$ cat src/rtl/wsm_cfg.svh
// Bit positions, thresholds and counts of the wake status monitor
`ifndef WSM_CFG_SVH
`define WSM_CFG_SVH
// Cause byte and interrupt mask bit positions
`define WSM_BIT_WAKE     7
`define WSM_BIT_ALARM1   6
`define WSM_BIT_ALARM2   5
`define WSM_BIT_ONE_SEC  2
`define WSM_BIT_HALF_SEC 1
// Bits that exist in the cause byte and interrupt mask
`define WSM_CAUSE_USED   8'hE6
// Ring indicator position in the input status byte
`define WSM_BIT_RING     5
// Power-on condition bit positions
`define WSM_PON_RING     0
`define WSM_PON_WAKE     1
`define WSM_PON_PREBEEP  2
`define WSM_PON_CHIME    3
// Only the low nibble of the power-on mask is kept
`define WSM_PON_USED     8'h0F
// Seconds of warning beeps before a timed power-on, minus the first
`define WSM_PREBEEP_LEFT 3'h6
// Supply thresholds
`define WSM_MAIN_LOW     8'hAF
`define WSM_MAIN_OK      8'hBE
`define WSM_PER_LOW      8'hA8
// Reset values
`define WSM_BYTE_RST     8'h00
`define WSM_CNT_RST      3'h0
`endif

$ cat src/rtl/wsm_pkg.sv
// Shared types of the wake status monitor
package wsm_pkg;
  typedef logic [7:0] wsm_byte_t;           // One status or data byte
  typedef logic [3:0] wsm_pon_t;            // Kept power-on condition bits
  typedef enum logic [0:0] {
    WSM_SEQ_IDLE,                           // No timed power-on warning
    WSM_SEQ_WARN                            // Counting warning beeps
  } wsm_seq_state_t;
endpackage

$ cat src/rtl/wsm_seq_if.sv
// Signals between the monitor top and its power-on sequencer
`timescale 1ns/10ps
interface wsm_seq_if;
  logic                  sec_tick;    // One-second tick pulse
  logic                  hour_tick;   // Top of hour pulse
  logic                  wake_pre;    // Wakeup time seven seconds away
  logic                  wake_hit;    // Wakeup time reached
  logic                  ring_event;  // Ring indicator became active
  logic                  unit_on;     // Unit is powered
  wsm_pkg::wsm_pon_t     pon_bits;    // Power-on condition bits
  logic                  beep;        // Beep request pulse
  logic                  pon_req;     // Switch-on request pulse
  modport ctrl (
    output sec_tick, hour_tick, wake_pre, wake_hit, ring_event,
    output unit_on, pon_bits,
    input  beep, pon_req
  );
  modport seq (
    input  sec_tick, hour_tick, wake_pre, wake_hit, ring_event,
    input  unit_on, pon_bits,
    output beep, pon_req
  );
endinterface

$ cat src/rtl/wsm_lowbat.sv
// Low supply detector with optional hysteresis band
`timescale 1ns/10ps
`include "wsm_cfg.svh"
module wsm_lowbat #(
  parameter logic [7:0] LOW_TH = 8'hA8,     // Declare low below this
  parameter logic [7:0] OK_TH  = 8'hA7      // Release above this
) (
  input  wire logic            core_clk_i,  // System clock
  input  wire logic            rst_i,       // Async reset, high
  input  wire wsm_pkg::wsm_byte_t level_i,  // Digitised supply level
  output logic                 low_o        // Low battery flag
);
  import wsm_pkg::*;

  logic low_q;                              // Flag register
  logic low_d;                              // Flag next value

  // Set below the low mark, clear only above the release mark
  always_comb begin
    low_d = low_q;
    if (level_i < LOW_TH) begin
      low_d = 1'h1;
    end else if (level_i > OK_TH) begin
      low_d = 1'h0;
    end
  end

  // Flag register
  always_ff @(posedge core_clk_i or posedge rst_i) begin
    if (rst_i) begin
      low_q <= 1'h0;
    end else begin
      low_q <= low_d;
    end
  end

  assign low_o = low_q;
endmodule

$ cat src/rtl/wsm_monitor.sv
// Wake status and power-on condition monitor, top level
`timescale 1ns/10ps
`include "wsm_cfg.svh"
// Contract
// - Wake bit7, alarm1 bit6, alarm2 bit5 causes.
// - One-second cause bit2, half-second bit1.
// - Cause bit reads one once event occurred.
// - Ring line shown inverted in bit 5.
// - Power-on mask held, bits 7-4 zero.
// - Bit 0 governs ring line switch-on.
// - Bit 1 governs wakeup timer switch-on.
// - Bit 2: seven warning beeps before wake.
// - Bit 3: beep each hour while powered.
// - Power-on mask low nibble reads back as written.
// - Main supply byte, low below AF, release above BE.
// - Peripheral supply byte, low below A8.
// - Analog input readable as one byte.
// - Interrupt mask mirrors cause bits; one suppresses.
module wsm_monitor (
  input  wire logic               core_clk_i,     // System clock
  input  wire logic               rst_i,          // Async reset, high
  // Interrupt sources, one-cycle pulses
  input  wire logic               wake_evt_i,     // Wakeup time reached
  input  wire logic               alarm1_evt_i,   // Alarm1 time reached
  input  wire logic               alarm2_evt_i,   // Alarm2 time reached
  input  wire logic               one_second_tick_i,  // Second tick
  input  wire logic               half_second_tick_i, // Half second
  // Other timing events
  input  wire logic               wake_pre_i,     // Wakeup in 7 s
  input  wire logic               hour_tick_i,    // Top of the hour
  input  wire logic               unit_on_i,      // Unit is powered
  // Cause acknowledge and interrupt mask
  input  wire logic               cause_ack_i,    // Acknowledge strobe
  input  wire wsm_pkg::wsm_byte_t cause_clr_i,    // Bits to clear
  input  wire logic               irq_mask_wr_i,  // Mask write strobe
  input  wire wsm_pkg::wsm_byte_t irq_mask_i,     // Mask write data
  // Power-on condition mask
  input  wire logic               pon_mask_wr_i,  // Mask write strobe
  input  wire wsm_pkg::wsm_byte_t pon_mask_i,     // Mask write data
  // Serial ring indicator line
  input  wire logic               ring_line_i,    // Ring line level
  // Digitised voltages
  input  wire wsm_pkg::wsm_byte_t main_adc_i,     // Main supply
  input  wire wsm_pkg::wsm_byte_t per_adc_i,      // Peripheral battery
  input  wire wsm_pkg::wsm_byte_t ain_adc_i,      // Analog input
  // Readback
  output wsm_pkg::wsm_byte_t      cause_o,        // Cause byte
  output wsm_pkg::wsm_byte_t      irq_mask_o,     // Interrupt mask
  output logic                    irq_req_o,      // Unmasked cause
  output wsm_pkg::wsm_byte_t      ring_stat_o,    // Input status byte
  output wsm_pkg::wsm_byte_t      pon_mask_o,     // Power-on mask
  output wsm_pkg::wsm_byte_t      main_volt_o,    // Main supply byte
  output wsm_pkg::wsm_byte_t      per_volt_o,     // Peripheral byte
  output wsm_pkg::wsm_byte_t      ain_volt_o,     // Analog input byte
  output logic                    main_low_o,     // Main low battery
  output logic                    per_low_o,      // Peripheral low
  // Power-on actions
  output logic                    pon_req_o,      // Switch unit on
  output logic                    beep_o          // Beep request
);
  import wsm_pkg::*;

  // Places one event into its cause bit position
  function automatic wsm_byte_t put_bit(input logic v,
                                        input int unsigned pos);
    wsm_byte_t r;
    r = `WSM_BYTE_RST;
    r[pos[2:0]] = v;
    return r;
  endfunction

  // Cause group
  wsm_byte_t cause_q;                       // Sticky causes
  wsm_byte_t cause_d;                       // Next causes
  wsm_byte_t cause_set;                     // Events this cycle
  wsm_byte_t imask_q;                       // Interrupt mask
  wsm_byte_t imask_d;                       // Next mask
  logic      irq_q;                         // Interrupt request
  logic      irq_d;                         // Next request

  // Ring line group
  logic      ring_prev_q;                   // Ring level last cycle
  logic      ring_prev_d;                   // Next ring level
  wsm_byte_t ring_stat_q;                   // Status byte
  wsm_byte_t ring_stat_d;                   // Next status byte
  logic      ring_event;                    // Line fell this cycle

  // Power-on mask group
  wsm_byte_t pon_q;                         // Power-on mask
  wsm_byte_t pon_d;                         // Next mask

  // Voltage group
  wsm_byte_t main_q;                        // Main supply byte
  wsm_byte_t main_d;                        // Next main byte
  wsm_byte_t per_q;                         // Peripheral byte
  wsm_byte_t per_d;                         // Next peripheral byte
  wsm_byte_t ain_q;                         // Analog byte
  wsm_byte_t ain_d;                         // Next analog byte

  // Sequencer link
  wsm_seq_if sq ();                         // Top to sequencer

  // Gather the five sources into cause positions
  always_comb begin
    cause_set = put_bit(wake_evt_i,   `WSM_BIT_WAKE)
              | put_bit(alarm1_evt_i, `WSM_BIT_ALARM1)
              | put_bit(alarm2_evt_i, `WSM_BIT_ALARM2)
              | put_bit(one_second_tick_i,  `WSM_BIT_ONE_SEC)
              | put_bit(half_second_tick_i, `WSM_BIT_HALF_SEC);
  end

  // Cause and mask next values
  always_comb begin
    cause_d = cause_q;
    imask_d = imask_q;
    // Acknowledge clears chosen bits only
    if (cause_ack_i) begin
      cause_d = cause_d & ~cause_clr_i;
    end
    // New events win over a clear, mask does not matter
    cause_d = (cause_d | cause_set) & `WSM_CAUSE_USED;
    // Interrupt mask keeps only the cause positions
    if (irq_mask_wr_i) begin
      imask_d = irq_mask_i & `WSM_CAUSE_USED;
    end
    // Request while any unmasked cause stands
    irq_d = |(cause_d & ~imask_d);
  end

  // Cause and mask registers
  always_ff @(posedge core_clk_i or posedge rst_i) begin
    if (rst_i) begin
      cause_q <= `WSM_BYTE_RST;
      imask_q <= `WSM_BYTE_RST;
      irq_q   <= 1'h0;
    end else begin
      cause_q <= cause_d;
      imask_q <= imask_d;
      irq_q   <= irq_d;
    end
  end

  // Ring line status and falling edge
  always_comb begin
    ring_prev_d = ring_line_i;
    // Low line reads one, high line reads zero
    ring_stat_d = put_bit(~ring_line_i, `WSM_BIT_RING);
  end

  // Edge of the ring line turning active
  assign ring_event = ring_prev_q & ~ring_line_i;

  // Ring line registers
  always_ff @(posedge core_clk_i or posedge rst_i) begin
    if (rst_i) begin
      ring_prev_q <= 1'h1;
      ring_stat_q <= `WSM_BYTE_RST;
    end else begin
      ring_prev_q <= ring_prev_d;
      ring_stat_q <= ring_stat_d;
    end
  end

  // Power-on mask next value
  always_comb begin
    pon_d = pon_q;
    if (pon_mask_wr_i) begin
      // Upper nibble always held at zero
      pon_d = pon_mask_i & `WSM_PON_USED;
    end
  end

  // Power-on mask register
  always_ff @(posedge core_clk_i or posedge rst_i) begin
    if (rst_i) begin
      pon_q <= `WSM_BYTE_RST;
    end else begin
      pon_q <= pon_d;
    end
  end

  // Voltage sampling, one byte each
  always_comb begin
    main_d = main_adc_i;
    per_d  = per_adc_i;
    ain_d  = ain_adc_i;
  end

  // Voltage registers
  always_ff @(posedge core_clk_i or posedge rst_i) begin
    if (rst_i) begin
      main_q <= `WSM_BYTE_RST;
      per_q  <= `WSM_BYTE_RST;
      ain_q  <= `WSM_BYTE_RST;
    end else begin
      main_q <= main_d;
      per_q  <= per_d;
      ain_q  <= ain_d;
    end
  end

  // Main supply with hysteresis band
  wsm_lowbat #(
    .LOW_TH (`WSM_MAIN_LOW),
    .OK_TH  (`WSM_MAIN_OK)
  ) u_main_low (
    .core_clk_i (core_clk_i),
    .rst_i      (rst_i),
    .level_i    (main_q),
    .low_o      (main_low_o)
  );

  // Peripheral battery, plain threshold
  wsm_lowbat #(
    .LOW_TH (`WSM_PER_LOW),
    .OK_TH  (`WSM_PER_LOW - 8'h01)
  ) u_per_low (
    .core_clk_i (core_clk_i),
    .rst_i      (rst_i),
    .level_i    (per_q),
    .low_o      (per_low_o)
  );

  // Feed the sequencer
  assign sq.sec_tick   = one_second_tick_i;
  assign sq.hour_tick  = hour_tick_i;
  assign sq.wake_pre   = wake_pre_i;
  assign sq.wake_hit   = wake_evt_i;
  assign sq.ring_event = ring_event;
  assign sq.unit_on    = unit_on_i;
  assign sq.pon_bits   = pon_q[3:0];

  // Switch-on and beep sequencing
  wsm_pwr_seq u_seq (
    .core_clk_i (core_clk_i),
    .rst_i      (rst_i),
    .sq         (sq.seq)
  );

  // Readback ports, all from registers
  assign cause_o     = cause_q;
  assign irq_mask_o  = imask_q;
  assign irq_req_o   = irq_q;
  assign ring_stat_o = ring_stat_q;
  assign pon_mask_o  = pon_q;
  assign main_volt_o = main_q;
  assign per_volt_o  = per_q;
  assign ain_volt_o  = ain_q;
  assign pon_req_o   = sq.pon_req;
  assign beep_o      = sq.beep;
endmodule

$ cat src/rtl/wsm_pwr_seq.sv
// Power-on conditions: ring and timer switch-on, warning beeps, chime
`timescale 1ns/10ps
`include "wsm_cfg.svh"
module wsm_pwr_seq (
  input  wire logic core_clk_i,             // System clock
  input  wire logic rst_i,                  // Async reset, high
  wsm_seq_if.seq    sq                      // Link to the top
);
  import wsm_pkg::*;

  wsm_seq_state_t state_q;                  // Sequencer state
  wsm_seq_state_t state_d;                  // Next state
  logic [2:0]     left_q;                   // Warning beeps still due
  logic [2:0]     left_d;                   // Next count
  logic           beep_q;                   // Beep pulse register
  logic           beep_d;                   // Next beep
  logic           pon_q;                    // Switch-on pulse register
  logic           pon_d;                    // Next switch-on
  logic           wake_ok;                  // Timer may switch on

  assign wake_ok = sq.pon_bits[`WSM_PON_WAKE] & ~sq.unit_on;

  // Next state, beeps and switch-on requests
  always_comb begin
    state_d = state_q;
    left_d  = left_q;
    beep_d  = 1'h0;
    pon_d   = 1'h0;
    // Ring line event switches the unit on when allowed
    if (sq.ring_event && sq.pon_bits[`WSM_PON_RING] && !sq.unit_on) begin
      pon_d = 1'h1;
    end
    // Wakeup time reached switches the unit on when allowed
    if (sq.wake_hit && wake_ok) begin
      pon_d = 1'h1;
    end
    // Hourly chime only while powered
    if (sq.hour_tick && sq.unit_on && sq.pon_bits[`WSM_PON_CHIME]) begin
      beep_d = 1'h1;
    end
    case (state_q)
      WSM_SEQ_IDLE: begin
        // First warning beep seven seconds ahead of a timed switch-on
        if (sq.wake_pre && wake_ok && sq.pon_bits[`WSM_PON_PREBEEP]) begin
          beep_d  = 1'h1;
          left_d  = `WSM_PREBEEP_LEFT;
          state_d = WSM_SEQ_WARN;
        end
      end
      WSM_SEQ_WARN: begin
        // One beep on each following second tick
        // Stop when the time arrives or a condition is withdrawn
        if (sq.wake_hit || !wake_ok || !sq.pon_bits[`WSM_PON_PREBEEP]) begin
          state_d = WSM_SEQ_IDLE;
          left_d  = `WSM_CNT_RST;
        end else if (sq.sec_tick) begin
          beep_d = 1'h1;
          left_d = left_q - 3'h1;
          if (left_q == 3'h1) begin
            state_d = WSM_SEQ_IDLE;
          end
        end
      end
      default: begin
        state_d = WSM_SEQ_IDLE;
        left_d  = `WSM_CNT_RST;
      end
    endcase
  end

  // Sequencer registers
  always_ff @(posedge core_clk_i or posedge rst_i) begin
    if (rst_i) begin
      state_q <= WSM_SEQ_IDLE;
      left_q  <= `WSM_CNT_RST;
      beep_q  <= 1'h0;
      pon_q   <= 1'h0;
    end else begin
      state_q <= state_d;
      left_q  <= left_d;
      beep_q  <= beep_d;
      pon_q   <= pon_d;
    end
  end

  assign sq.beep    = beep_q;
  assign sq.pon_req = pon_q;
endmodule

$ cat config.mk
export PLATFORM = sky130hd
export DESIGN_NAME = wsm_monitor
export DESIGN_NICKNAME = d
export VERILOG_FILES = /design/src/rtl/wsm_pkg.sv /design/src/rtl/wsm_seq_if.sv /design/src/rtl/wsm_lowbat.sv /design/src/rtl/wsm_monitor.sv /design/src/rtl/wsm_pwr_seq.sv
export VERILOG_INCLUDE_DIRS = /design/src /design/src/rtl
export SDC_FILE = /design/constraint.sdc
export NUM_CORES = 1
export LEC_CHECK = 0
export ABC_AREA = 1
export ABC_CLOCK_PERIOD_IN_PS = 3750
export BUFFER_PORTS_ARGS = -buffer_cell sky130_fd_sc_hd__buf_2
export CAP_MARGIN = 10
export CORE_ASPECT_RATIO = 0.5
export CORE_MARGIN = 1.5
export CORE_UTILIZATION = 35
export DETAILED_ROUTE_END_ITERATION = 7
export GPL_ROUTABILITY_DRIVEN = 0
export GPL_TIMING_DRIVEN = 0
export HOLD_SLACK_MARGIN = 0.15
export PLACE_DENSITY = 0.68
export RECOVER_POWER = 100
export SYNTH_ARGS = -nofsm -noshare
export SYNTH_HDL_FRONTEND = slang
export SYNTH_SLANG_ARGS = --single-unit
$ cat constraint.sdc
create_clock -name core_clk_i -period 3.75 [get_ports core_clk_i]
set_input_delay 0.375 -clock core_clk_i [delete_from_list [all_inputs] [get_ports core_clk_i]]
set_output_delay 0.375 -clock core_clk_i [all_outputs]
set_load 0.02 [all_outputs]
Word level (Yosys, flattened, before mapping)
Cells that the tools add are included.

Bits in registers: 52. Latch bits: 0. RAM bits: 0. Bits in read-only memories: 0. Bits of input ports: 62. Output and inout port bits: 61. Logic and storage cells: 75. Memories kept: 0.

$add $sub $neg: 1. $mul: 0. Divide/modulo/power cells: 0. Magnitude comparators: 4. Eq/ne operators: 3. Shifts and indexed selects: 0. Multiplexer cells: 22. Bitwise logic cells: 14. Reduce and logical (&&, ||, !) cells: 16.

Operators by type and width (number): 8-bit bitwise AND (2); 8-bit > comparator, second input constant (2); 8-bit < comparator, second input constant (2); 8-bit 2-to-1 mux (2); 8-bit inverter (2); 1-bit 2-to-1 mux (14); 3-bit 2-to-1 mux (3); 8-bit by 2-bit bitwise OR with 8-bit output (1); 8-bit by 3-bit bitwise OR with 8-bit output (1); 8-bit by 6-bit bitwise OR with 8-bit output (1); 8-bit by 7-bit bitwise OR with 8-bit output (1); 8-bit bitwise OR (1); 8-bit OR reduction (1); 1-bit logical AND (7); 3-bit one-hot mux with 2 select lines (1); 1-bit one-hot mux with 2 select lines (2); 2-bit nonzero test (2); 3-bit by 1-bit equality test with 1-bit output, second input constant (1); 1-bit logical NOT (3); 3-bit inequality test, second input constant (1); 1-bit inverter (3); 3-bit by 1-bit subtractor with 3-bit output, second input constant (1); 1-bit bitwise AND (2); 1-bit logical OR (2); 2 further kinds (2).

Longest topological paths before layout
Gate-level depths: netlist of the first run.

Depth in word-level cells: 7. Depth in mapped cells: 7. Gate-level depth less buffers: 7.

Cells and area by module
From an unflattened synthesis of the first run, not the netlist that was laid out.

Cells, all modules: 199. Area, all modules: 2040.7 um^2.

Modules (own cells, without submodules): wsm_monitor (instances 1, cells an instance 128, area an instance 1517.7 um^2, seq. area each 1102.3 um^2); wsm_pwr_seq (instances 1, cells an instance 53, area an instance 406.6 um^2, seq. area each 150.1 um^2); wsm_lowbat (u_main_low) (instances 1, cells an instance 12, area an instance 71.3 um^2, seq. area each 25.0 um^2); wsm_lowbat (u_per_low) (instances 1, cells an instance 6, area an instance 45.0 um^2, seq. area each 25.0 um^2).

Worst setup path after synthesis of the first run
No wires, ideal clock.

Kind: register -> register. From: register pon_q[2] (netlist: pon_mask_o[2]). To: register u_seq.left_q[1]. Library setup time: 0.117 ns. Arrival: 0.987 ns. Data required time: 3.633 ns. Setup slack: 2.646 ns. Cell stages (with the launch flop): 8. Period minus slack after synthesis: 1.104 ns. Cell sequence: dfrtp_1 > inv_1 > nor2_1 > nand3_1 > nand2_1 > nand2_1 > nand2_1 > nand2_1.

Word-level cells in the longest chain between the ends: 4. Elaborated cells between the ends (all ways): 8.

RTL lines: start: declaration (RTL line wsm_monitor.sv:89) `wsm_byte_t pon_q;`; start signal: assignment (RTL line wsm_monitor.sv:176) `` pon_q <= `WSM_BYTE_RST; ``; start signal: assignment (RTL line wsm_monitor.sv:178) `pon_q <= pon_d;`; 1-bit logical NOT (RTL line wsm_pwr_seq.sv:53) `` if (sq.wake_hit || !wake_ok || !sq.pon_bits[`WSM_PON_PREBEEP]) begin ``; 1-bit logical OR (RTL line wsm_pwr_seq.sv:53); 3-bit 2-to-1 mux or 3-bit inequality test (tied branches); 3-bit one-hot mux with 2 select lines or 2-bit AND reduction (tied branches); end signal: assignment (RTL line wsm_pwr_seq.sv:75) `` left_q <= `WSM_CNT_RST; ``; end signal: assignment (RTL line wsm_pwr_seq.sv:80) `left_q <= left_d;`; end: declaration (RTL line wsm_pwr_seq.sv:13) `logic [2:0] left_q;`.

Several ways; a longest one is shown, not always the timed one. A chain may end at the register's enable or synchronous reset.

==> results.toml, run 1 <==
[global_route]
grt_max_degree = 30
grt_pass1_vias = 1521
antenna_found_initial = 0
grtUsageTotal_pct = 14.3
grt_pass1_wl_um = 6820
globalRouteOverflowTotal = 0

[clock_network]
cts_made_buffers = 5
ctsHtreeMaxLevel = 2
clock_sinks = 52
clock_latency_ns = 0.29
post_cts_buffers = 0
cts_tree = "yes"
clkTransAtPathRegs_ns = 0.10
root_buffer = "clkbuf_8"
cts.path.max_buffers = 2

[floorplanning]
ios = 123
die_h_um = 55.8
die_w_um = 109
rows = 18
dieArea_um2 = 6060
coreArea_um2 = 5130
start_util_pct = 38.0

[drt]
dr_wl_met3_um = 183
wl_met2_um = 2210
drt-vias-per-instance = 4.07
dr.pass1.iters = 4
highest_layer = "met4"
wire_per_inst_um = 11.0
drc_errors = 0
ant_nets = 0
routed-via-count = 1532
wl_um = 4130
drtIter0Drc = 31
wl_met1_um = 1710

[critical_path]
crit_family = "buffers and inverters"
worst_setup_path_start_kind = "primary input"
arrival_ns = 2.00
reg2regPathDepth = 5
crit_buf_inv = 4
path_cells = "dlygate4sd3_1 > buf_2 > inv_1 > buf_12"
path_max_fanout = 29
worst_setup_path_end_kind = "async pin"
cp.required_ns = 4.25
critPathKind = "in2async"
rrSetupSlack_ns = 2.63
reg2reg_from = "pon_mask_o[1]"
cp_slowest_cell = "inv_1"
worst_path_largest_cell_delay_ns = 0.67
r2r_end = "u_seq.left_q[2]"

[worst_hold_path]
min_path_type = "in2reg"
whs_endpoint = "per_volt_o[1]"
worstHoldStart = "per_adc_i[1]"
min_path_cells = 1

[sta]
fin_worst_skew_ns = 0.00501
drv_slew = 0
layout_min_cycle_time_ns = 1.50
hold_violations = 0
fmax_mhz = 665
finalSetupViolations = 0
timing.final.ws_setup_ns = 2.25
worstMarginPinSlew_ns = 0.927
grt_setup_unrepaired = "false"
fin_crit_sh_pct = 40.1
tns_ns = 0
timing.slew.headroom_pct = 38.1
fin_hold_ws_ns = 0.178

[synth]
yosys-top-cells-area = "dfrtp_1 (65%), nand2_1 (8.7%), inv_1 (5.6%)"
yosysSeqAreaShare_pct = 66.8
synth_cell_types = 20
synth_area_per_cell_um2 = 10.5
synth-edff-count = 0
synthFlopType = "dfrtp_1"
yosys.area.top_type_share_pct = 65.4
synthArstFlopShare_pct = 100
synth_cells = 185
post_synth_most_frequent_cells = "dfrtp_1 (51), nand2_1 (45), inv_1 (29)"
synthesis.area_um2 = 1950
synth.largest_area_cell = "dfrtp_1"
ys_ff_latch = 52
yosysWarnings = 0
synthMostInstantiatedCell = "dfrtp_1"

[finish]
fin_nets = 369
multi_input_area_um2 = 469
fill_cells = 507
drive_above_1_share_pct = 26.1
register_area_um2 = 1300
syn_to_final_growth_pct = 36.2
antennaDiodeCount = 0

[flow_run]
drv_cap = 0

[run_status]
status = "finished clean"

[power]
p_leak_nw = 1.41
power_mw = 1.18
irDropWorstVdd_mv = 0.215
power.density_nw_per_um2 = 445

[placement]
place_ws_ns = 2.58
port_buffers = 98
dp_hpwl_um = 3280
[repair_timing]
| item | CTS | global route |
|---|---|---|
| hold endpoints to repair | 22 | 0 |
| gates resized for setup | 0 | 0 |
| hold buffers | 1 | 0 |
[power breakdown]
| part | internal, mW | switching [mW] |
|---|---|---|
| clock | 0.198 | 0.178 |
| combinational | 0.0692 | 0.120 |
| sequential | 0.599 | 0.0203 |
| total | 0.865 | 0.318 |
[layout by cell type (no fill, tap or decap)]
| cell | instances |
|---|---|
| buf_4 | 14 |
| ha_1 | 2 |
| nor2_1 | 12 |
| nand2_2 | 1 |
| clkbuf_1 | 47 |
| nand4_1 | 3 |
| xor2_1 | 1 |
| mux2_2 | 2 |
| inv_1 | 29 |
| dfrtp_1 | 51 |
| nand3_1 | 8 |
| o21ai_0 | 8 |
| clkbuf_8 | 5 |
| nor2_2 | 1 |
| a21oi_1 | 1 |
| dfstp_2 | 1 |
| buf_6 | 1 |
| clkinvlp_4 | 1 |
| dlygate4sd3_1 | 1 |
| o21a_1 | 3 |
| buf_12 | 1 |
| clkinv_2 | 1 |
| nand2_1 | 45 |
| a21boi_0 | 1 |
| buf_2 | 51 |
| conb_1 | 14 |
| bufinv_16 | 1 |
[registers in the layout, indices dropped and copies added (netlist names)]
name              flops
u_seq.state_q         1
ain_volt_o            8
ring_prev_q           1
u_seq.sq.beep         1
u_seq.sq.pon_req      1
main_volt_o           8
u_per_low.low_o       1
cause_o               5
per_volt_o            8
pon_mask_o            4
irq_req_o             1
u_main_low.low_o      1
irq_mask_o            8
ring_stat_o           1
u_seq.left_q          3
[final cells by class]
type                    count  area share, %
plain buffers              15           4.38
clock buffers               5           2.59
clock inverters             3           1.60
inverters                  29           4.10
multi-input cells         102           17.7
flip-flops and latches     52           49.0
well taps                  70           3.30
repair buffers            100           17.4
[metal layers]
| layer | up-vias | track usage [%] |
|---|---|---|
| met1 | 719 | 16.5 |
| li1 | 770 | - |
| met4 | 0 | 3.57 |
| met3 | 2 | 3.04 |
| met5 | - | 0 |
| met2 | 41 | 26.7 |
[cell families (layout without fill, tap and decap cells)]
family	count (synthesis)	count (layout)	share of synthesized area (%)
buf+inv	44	152	11.5
simple gates	70	70	14.8
compound gates	13	13	3.85
other cells	1	14	0.192
mux	2	2	1.15
flops	52	52	66.8
fa+ha+maj	2	2	1.28
xor+xnor	1	1	0.449
[metrics by stage]
step | cells | cell area [µm²] | util (%)
after floorplan | 198 | 2000 | -
after global placement | 366 | 2580 | 50.2
after global routing | 376 | 2660 | 51.8
after detailed placement | 367 | 2600 | 50.6
final | 376 | 2660 | 51.8
after CTS | 376 | 2720 | 52.9
[worst max-delay path by stage]
stage	from	endpoint	slack [ns]	cells past startpoint
floorplan	rst_i	ain_volt_o[0]	2.12	1
global placement	rst_i	u_seq.left_q[1]	1.56	2
detailed placement	irq_mask_wr_i	irq_req_o	2.58	7
CTS	pon_mask_o[0]	pon_mask_o[0]	2.49	1
global route	rst_i	cause_o[6]	2.06	4
finish	rst_i	ain_volt_o[6]	2.25	4
(Power assumes the default switching activity.)
==> inputs of run 2 (changes only) <==
--- a/config.mk
+++ b/config.mk
@@ -7,7 +7,7 @@
 export NUM_CORES = 1
 export LEC_CHECK = 0
 export ABC_AREA = 1
-export ABC_CLOCK_PERIOD_IN_PS = 3750
+export ABC_CLOCK_PERIOD_IN_PS = 1360
 export BUFFER_PORTS_ARGS = -buffer_cell sky130_fd_sc_hd__buf_2
 export CAP_MARGIN = 10
 export CORE_ASPECT_RATIO = 0.5
@@ -17,7 +17,7 @@
 export GPL_ROUTABILITY_DRIVEN = 0
 export GPL_TIMING_DRIVEN = 0
 export HOLD_SLACK_MARGIN = 0.15
-export PLACE_DENSITY = 0.68
+export PLACE_DENSITY = 0.7
 export RECOVER_POWER = 100
 export SYNTH_ARGS = -nofsm -noshare
 export SYNTH_HDL_FRONTEND = slang
==> constraint.sdc (replaced) <==
create_clock -name core_clk_i -period 1.36 [get_ports core_clk_i]
set_input_delay 0.136 -clock core_clk_i [delete_from_list [all_inputs] [get_ports core_clk_i]]
set_output_delay 0.136 -clock core_clk_i [all_outputs]
set_load 0.02 [all_outputs]
==> run 2 against run 1 <==
Net effect:
- cell count grew 13%
- design area is 18% higher
- via count rose by 14%
- global-route usage rose by 3.0 points
- clock skew grew 0.0037 ns
- largest cell class unchanged
- critical path depth increased by 1
- count of clock-buffer cells in the layout rose by 3
- die area is the same
- critical endpoint is now cause_o[7]
- sequential power rose to 2.8 times the previous value
- utilization rose by 9.2 points
- hold slack better by 0.021 ns
- non-clock buffer count grew 49
==> results.toml, run 2 (synthesis results as in run 1) <==
[critical_path]
critPathKind = "in2reg"
path_max_fanout = 3
worst_setup_path_end_kind = "flip-flop"
cp_slowest_cell = "dlygate4sd3_1"
cp.required_ns = 1.55
worst_path_largest_cell_delay_ns = 0.55
path_cells = "dlygate4sd3_1 > buf_2 > inv_1 > nand2_1 > dlygate4sd3_1"
worst_setup_path_start_kind = "primary input"
path_common_cell = "dlygate4sd3_1"
rrSetupSlack_ns = 0.16
arrival_ns = 1.51

[floorplanning]
dieArea_um2 = 6060
ios = 123
die_w_um = 109
start_util_pct = 38.0
die_h_um = 55.8
coreArea_um2 = 5130
rows = 18

[power]
p_leak_nw = 1.59
power.density_nw_per_um2 = 1050
comb_power_share_pct = 19.5
p_sw_mw = 0.892
p_seq_share_pct = 51.9
power_frac_clock_pct = 28.6
irDropWorstVdd_mv = 0.535
swShare_pct = 27.1
cellInternalPower_mw = 2.40

[sta]
fmax_mhz = 761
timing.slew.headroom_pct = 38.7
tns_ns = 0
layout_min_cycle_time_ns = 1.31
hold_violations = 0
fin_worst_skew_ns = 0.00869
drv_slew = 0
grt_setup_unrepaired = "false"
worstMarginPinSlew_ns = 0.914
timing.final.ws_setup_ns = 0.0454
finalSetupViolations = 0
fin_crit_sh_pct = 96.7

[flow_run]
drv_cap = 0

[finish]
fill_cells = 450
syn_to_final_growth_pct = 60.6
antennaDiodeCount = 0
fin_nets = 418
register_area_um2 = 1300
multi_input_area_um2 = 467
mostFrequentLayoutCells = "dfrtp_1 (51), clkbuf_1 (51), dlygate4sd3_1 (50)"
drive_above_1_share_pct = 21.7
final_cells = 425

[drt]
dr.pass1.iters = 4
drtIter0Drc = 58
wire_per_inst_um = 11.6
routed-via-count = 1752
ant_nets = 0
wl_um = 4930
drc_errors = 0
drt-vias-per-instance = 4.12

[global_route]
grt_pass1_wl_um = 8020
globalRouteOverflowTotal = 0
grt_max_degree = 53
antenna_found_initial = 0
grtUsageTotal_pct = 17.3
grt_pass1_vias = 1811

[clock_network]
clkTransAtPathRegs_ns = 0.10
post_cts_buffers = 0
cts.path.max_buffers = 2
cts_made_buffers = 5
clock_latency_ns = 0.30
root_buffer = "clkbuf_8"
cts_tree = "yes"
ctsHtreeMaxLevel = 2
clock_sinks = 52

[placement]
dp_hpwl_um = 3230
port_buffers = 98
placed_cells = 366
place_ws_ns = 0.235

[run_status]
status = "finished clean"

[worst_hold_path]
min_path_type = "in2reg"
==> run 2: changes by cell type in the layout (fill, tap and decap cells not counted), moves of 2 or more <==
| cell | previous run | this run |
|---|---|---|
| buf_2 | 51 | 47 |
| clkbuf_1 | 47 | 51 |
| clkbuf_8 | 5 | 7 |
| dlygate4sd3_1 | 1 | 50 |
| inv_1 | 29 | 27 |
| o21ai_0 | 8 | 6 |
| o21ai_1 | 0 | 2 |
==> run 2: layer usage <==
metal	vias up	routed length, µm	GRT usage, %	share of wire, %
li1	869	-	-	-
met1	818	1890	18.1	38
met2	49	2710	32.7	55
met3	16	182	3.63	3.7
met4	0	156	8.65	3.2
met5	-	0	0	0
==> run 2: final timing paths <==
kind                                     start          endpoint  depth (start not counted)
worst max-delay path                wake_evt_i        cause_o[7]                          5
worst min-delay path                 unit_on_i     u_seq.sq.beep                          3
worst max register to register      cause_o[6]        cause_o[6]                          3
worst min register to register  main_volt_o[7]  u_main_low.low_o                          1
max in group asynchronous                rst_i       ring_prev_q                          4
min in group asynchronous                rst_i    main_volt_o[7]                          3
==> run 2: layout make-up <==
type	count	share of cell area (%)
multi-input cells	102	14.9
flip-flops and latches	52	41.6
inverters	29	3.52
well taps	70	2.80
clock buffers	8	3.20
repair buffers	149	30.3
plain buffers	15	3.72
==> run 2: power groups by stage <==
| stage | Clock (mW) | Sequential (mW) | Combinational [mW] |
|---|---|---|---|
| 3_5_place_dp | 0 | 1.74 | 0.546 |
| 2_1_floorplan | 0 | 1.84 | 0.232 |
| 6_report | 0.943 | 1.71 | 0.640 |
| 3_3_place_gp | 0 | 1.73 | 0.534 |
| 5_1_grt | 1.04 | 1.72 | 0.709 |
| 4_1_cts | 0.973 | 1.70 | 0.660 |
==> run 2: what timing repair did <==
action | in CTS | in global routing
resized for setup | 0 | 1
hold endpoints to repair | 93 | 0
endpoints found under the setup margin | 0 | 1
hold buffers | 50 | 0
==> run 2: metrics by stage <==
step / hold slack, ns / area (µm²) / utilization, % / power [mW]
final: 0.199 / 3130 / 61.0 / 3.29
after global routing: 0.198 / 3130 / 61.0 / 3.47
after CTS: 0.186 / 3180 / 62.0 / 3.34
after detailed placement: 0.245 / 2580 / 50.3 / 2.28
after global placement: 0.244 / 2580 / 50.3 / 2.26
after floorplan: 0.140 / 2000 / - / 2.07
==> run 2: critical path: cells and delay by family <==
kind / cells / cell delay [ns]
buf+inv: 4 / 1.30
simple gates: 1 / 0.07
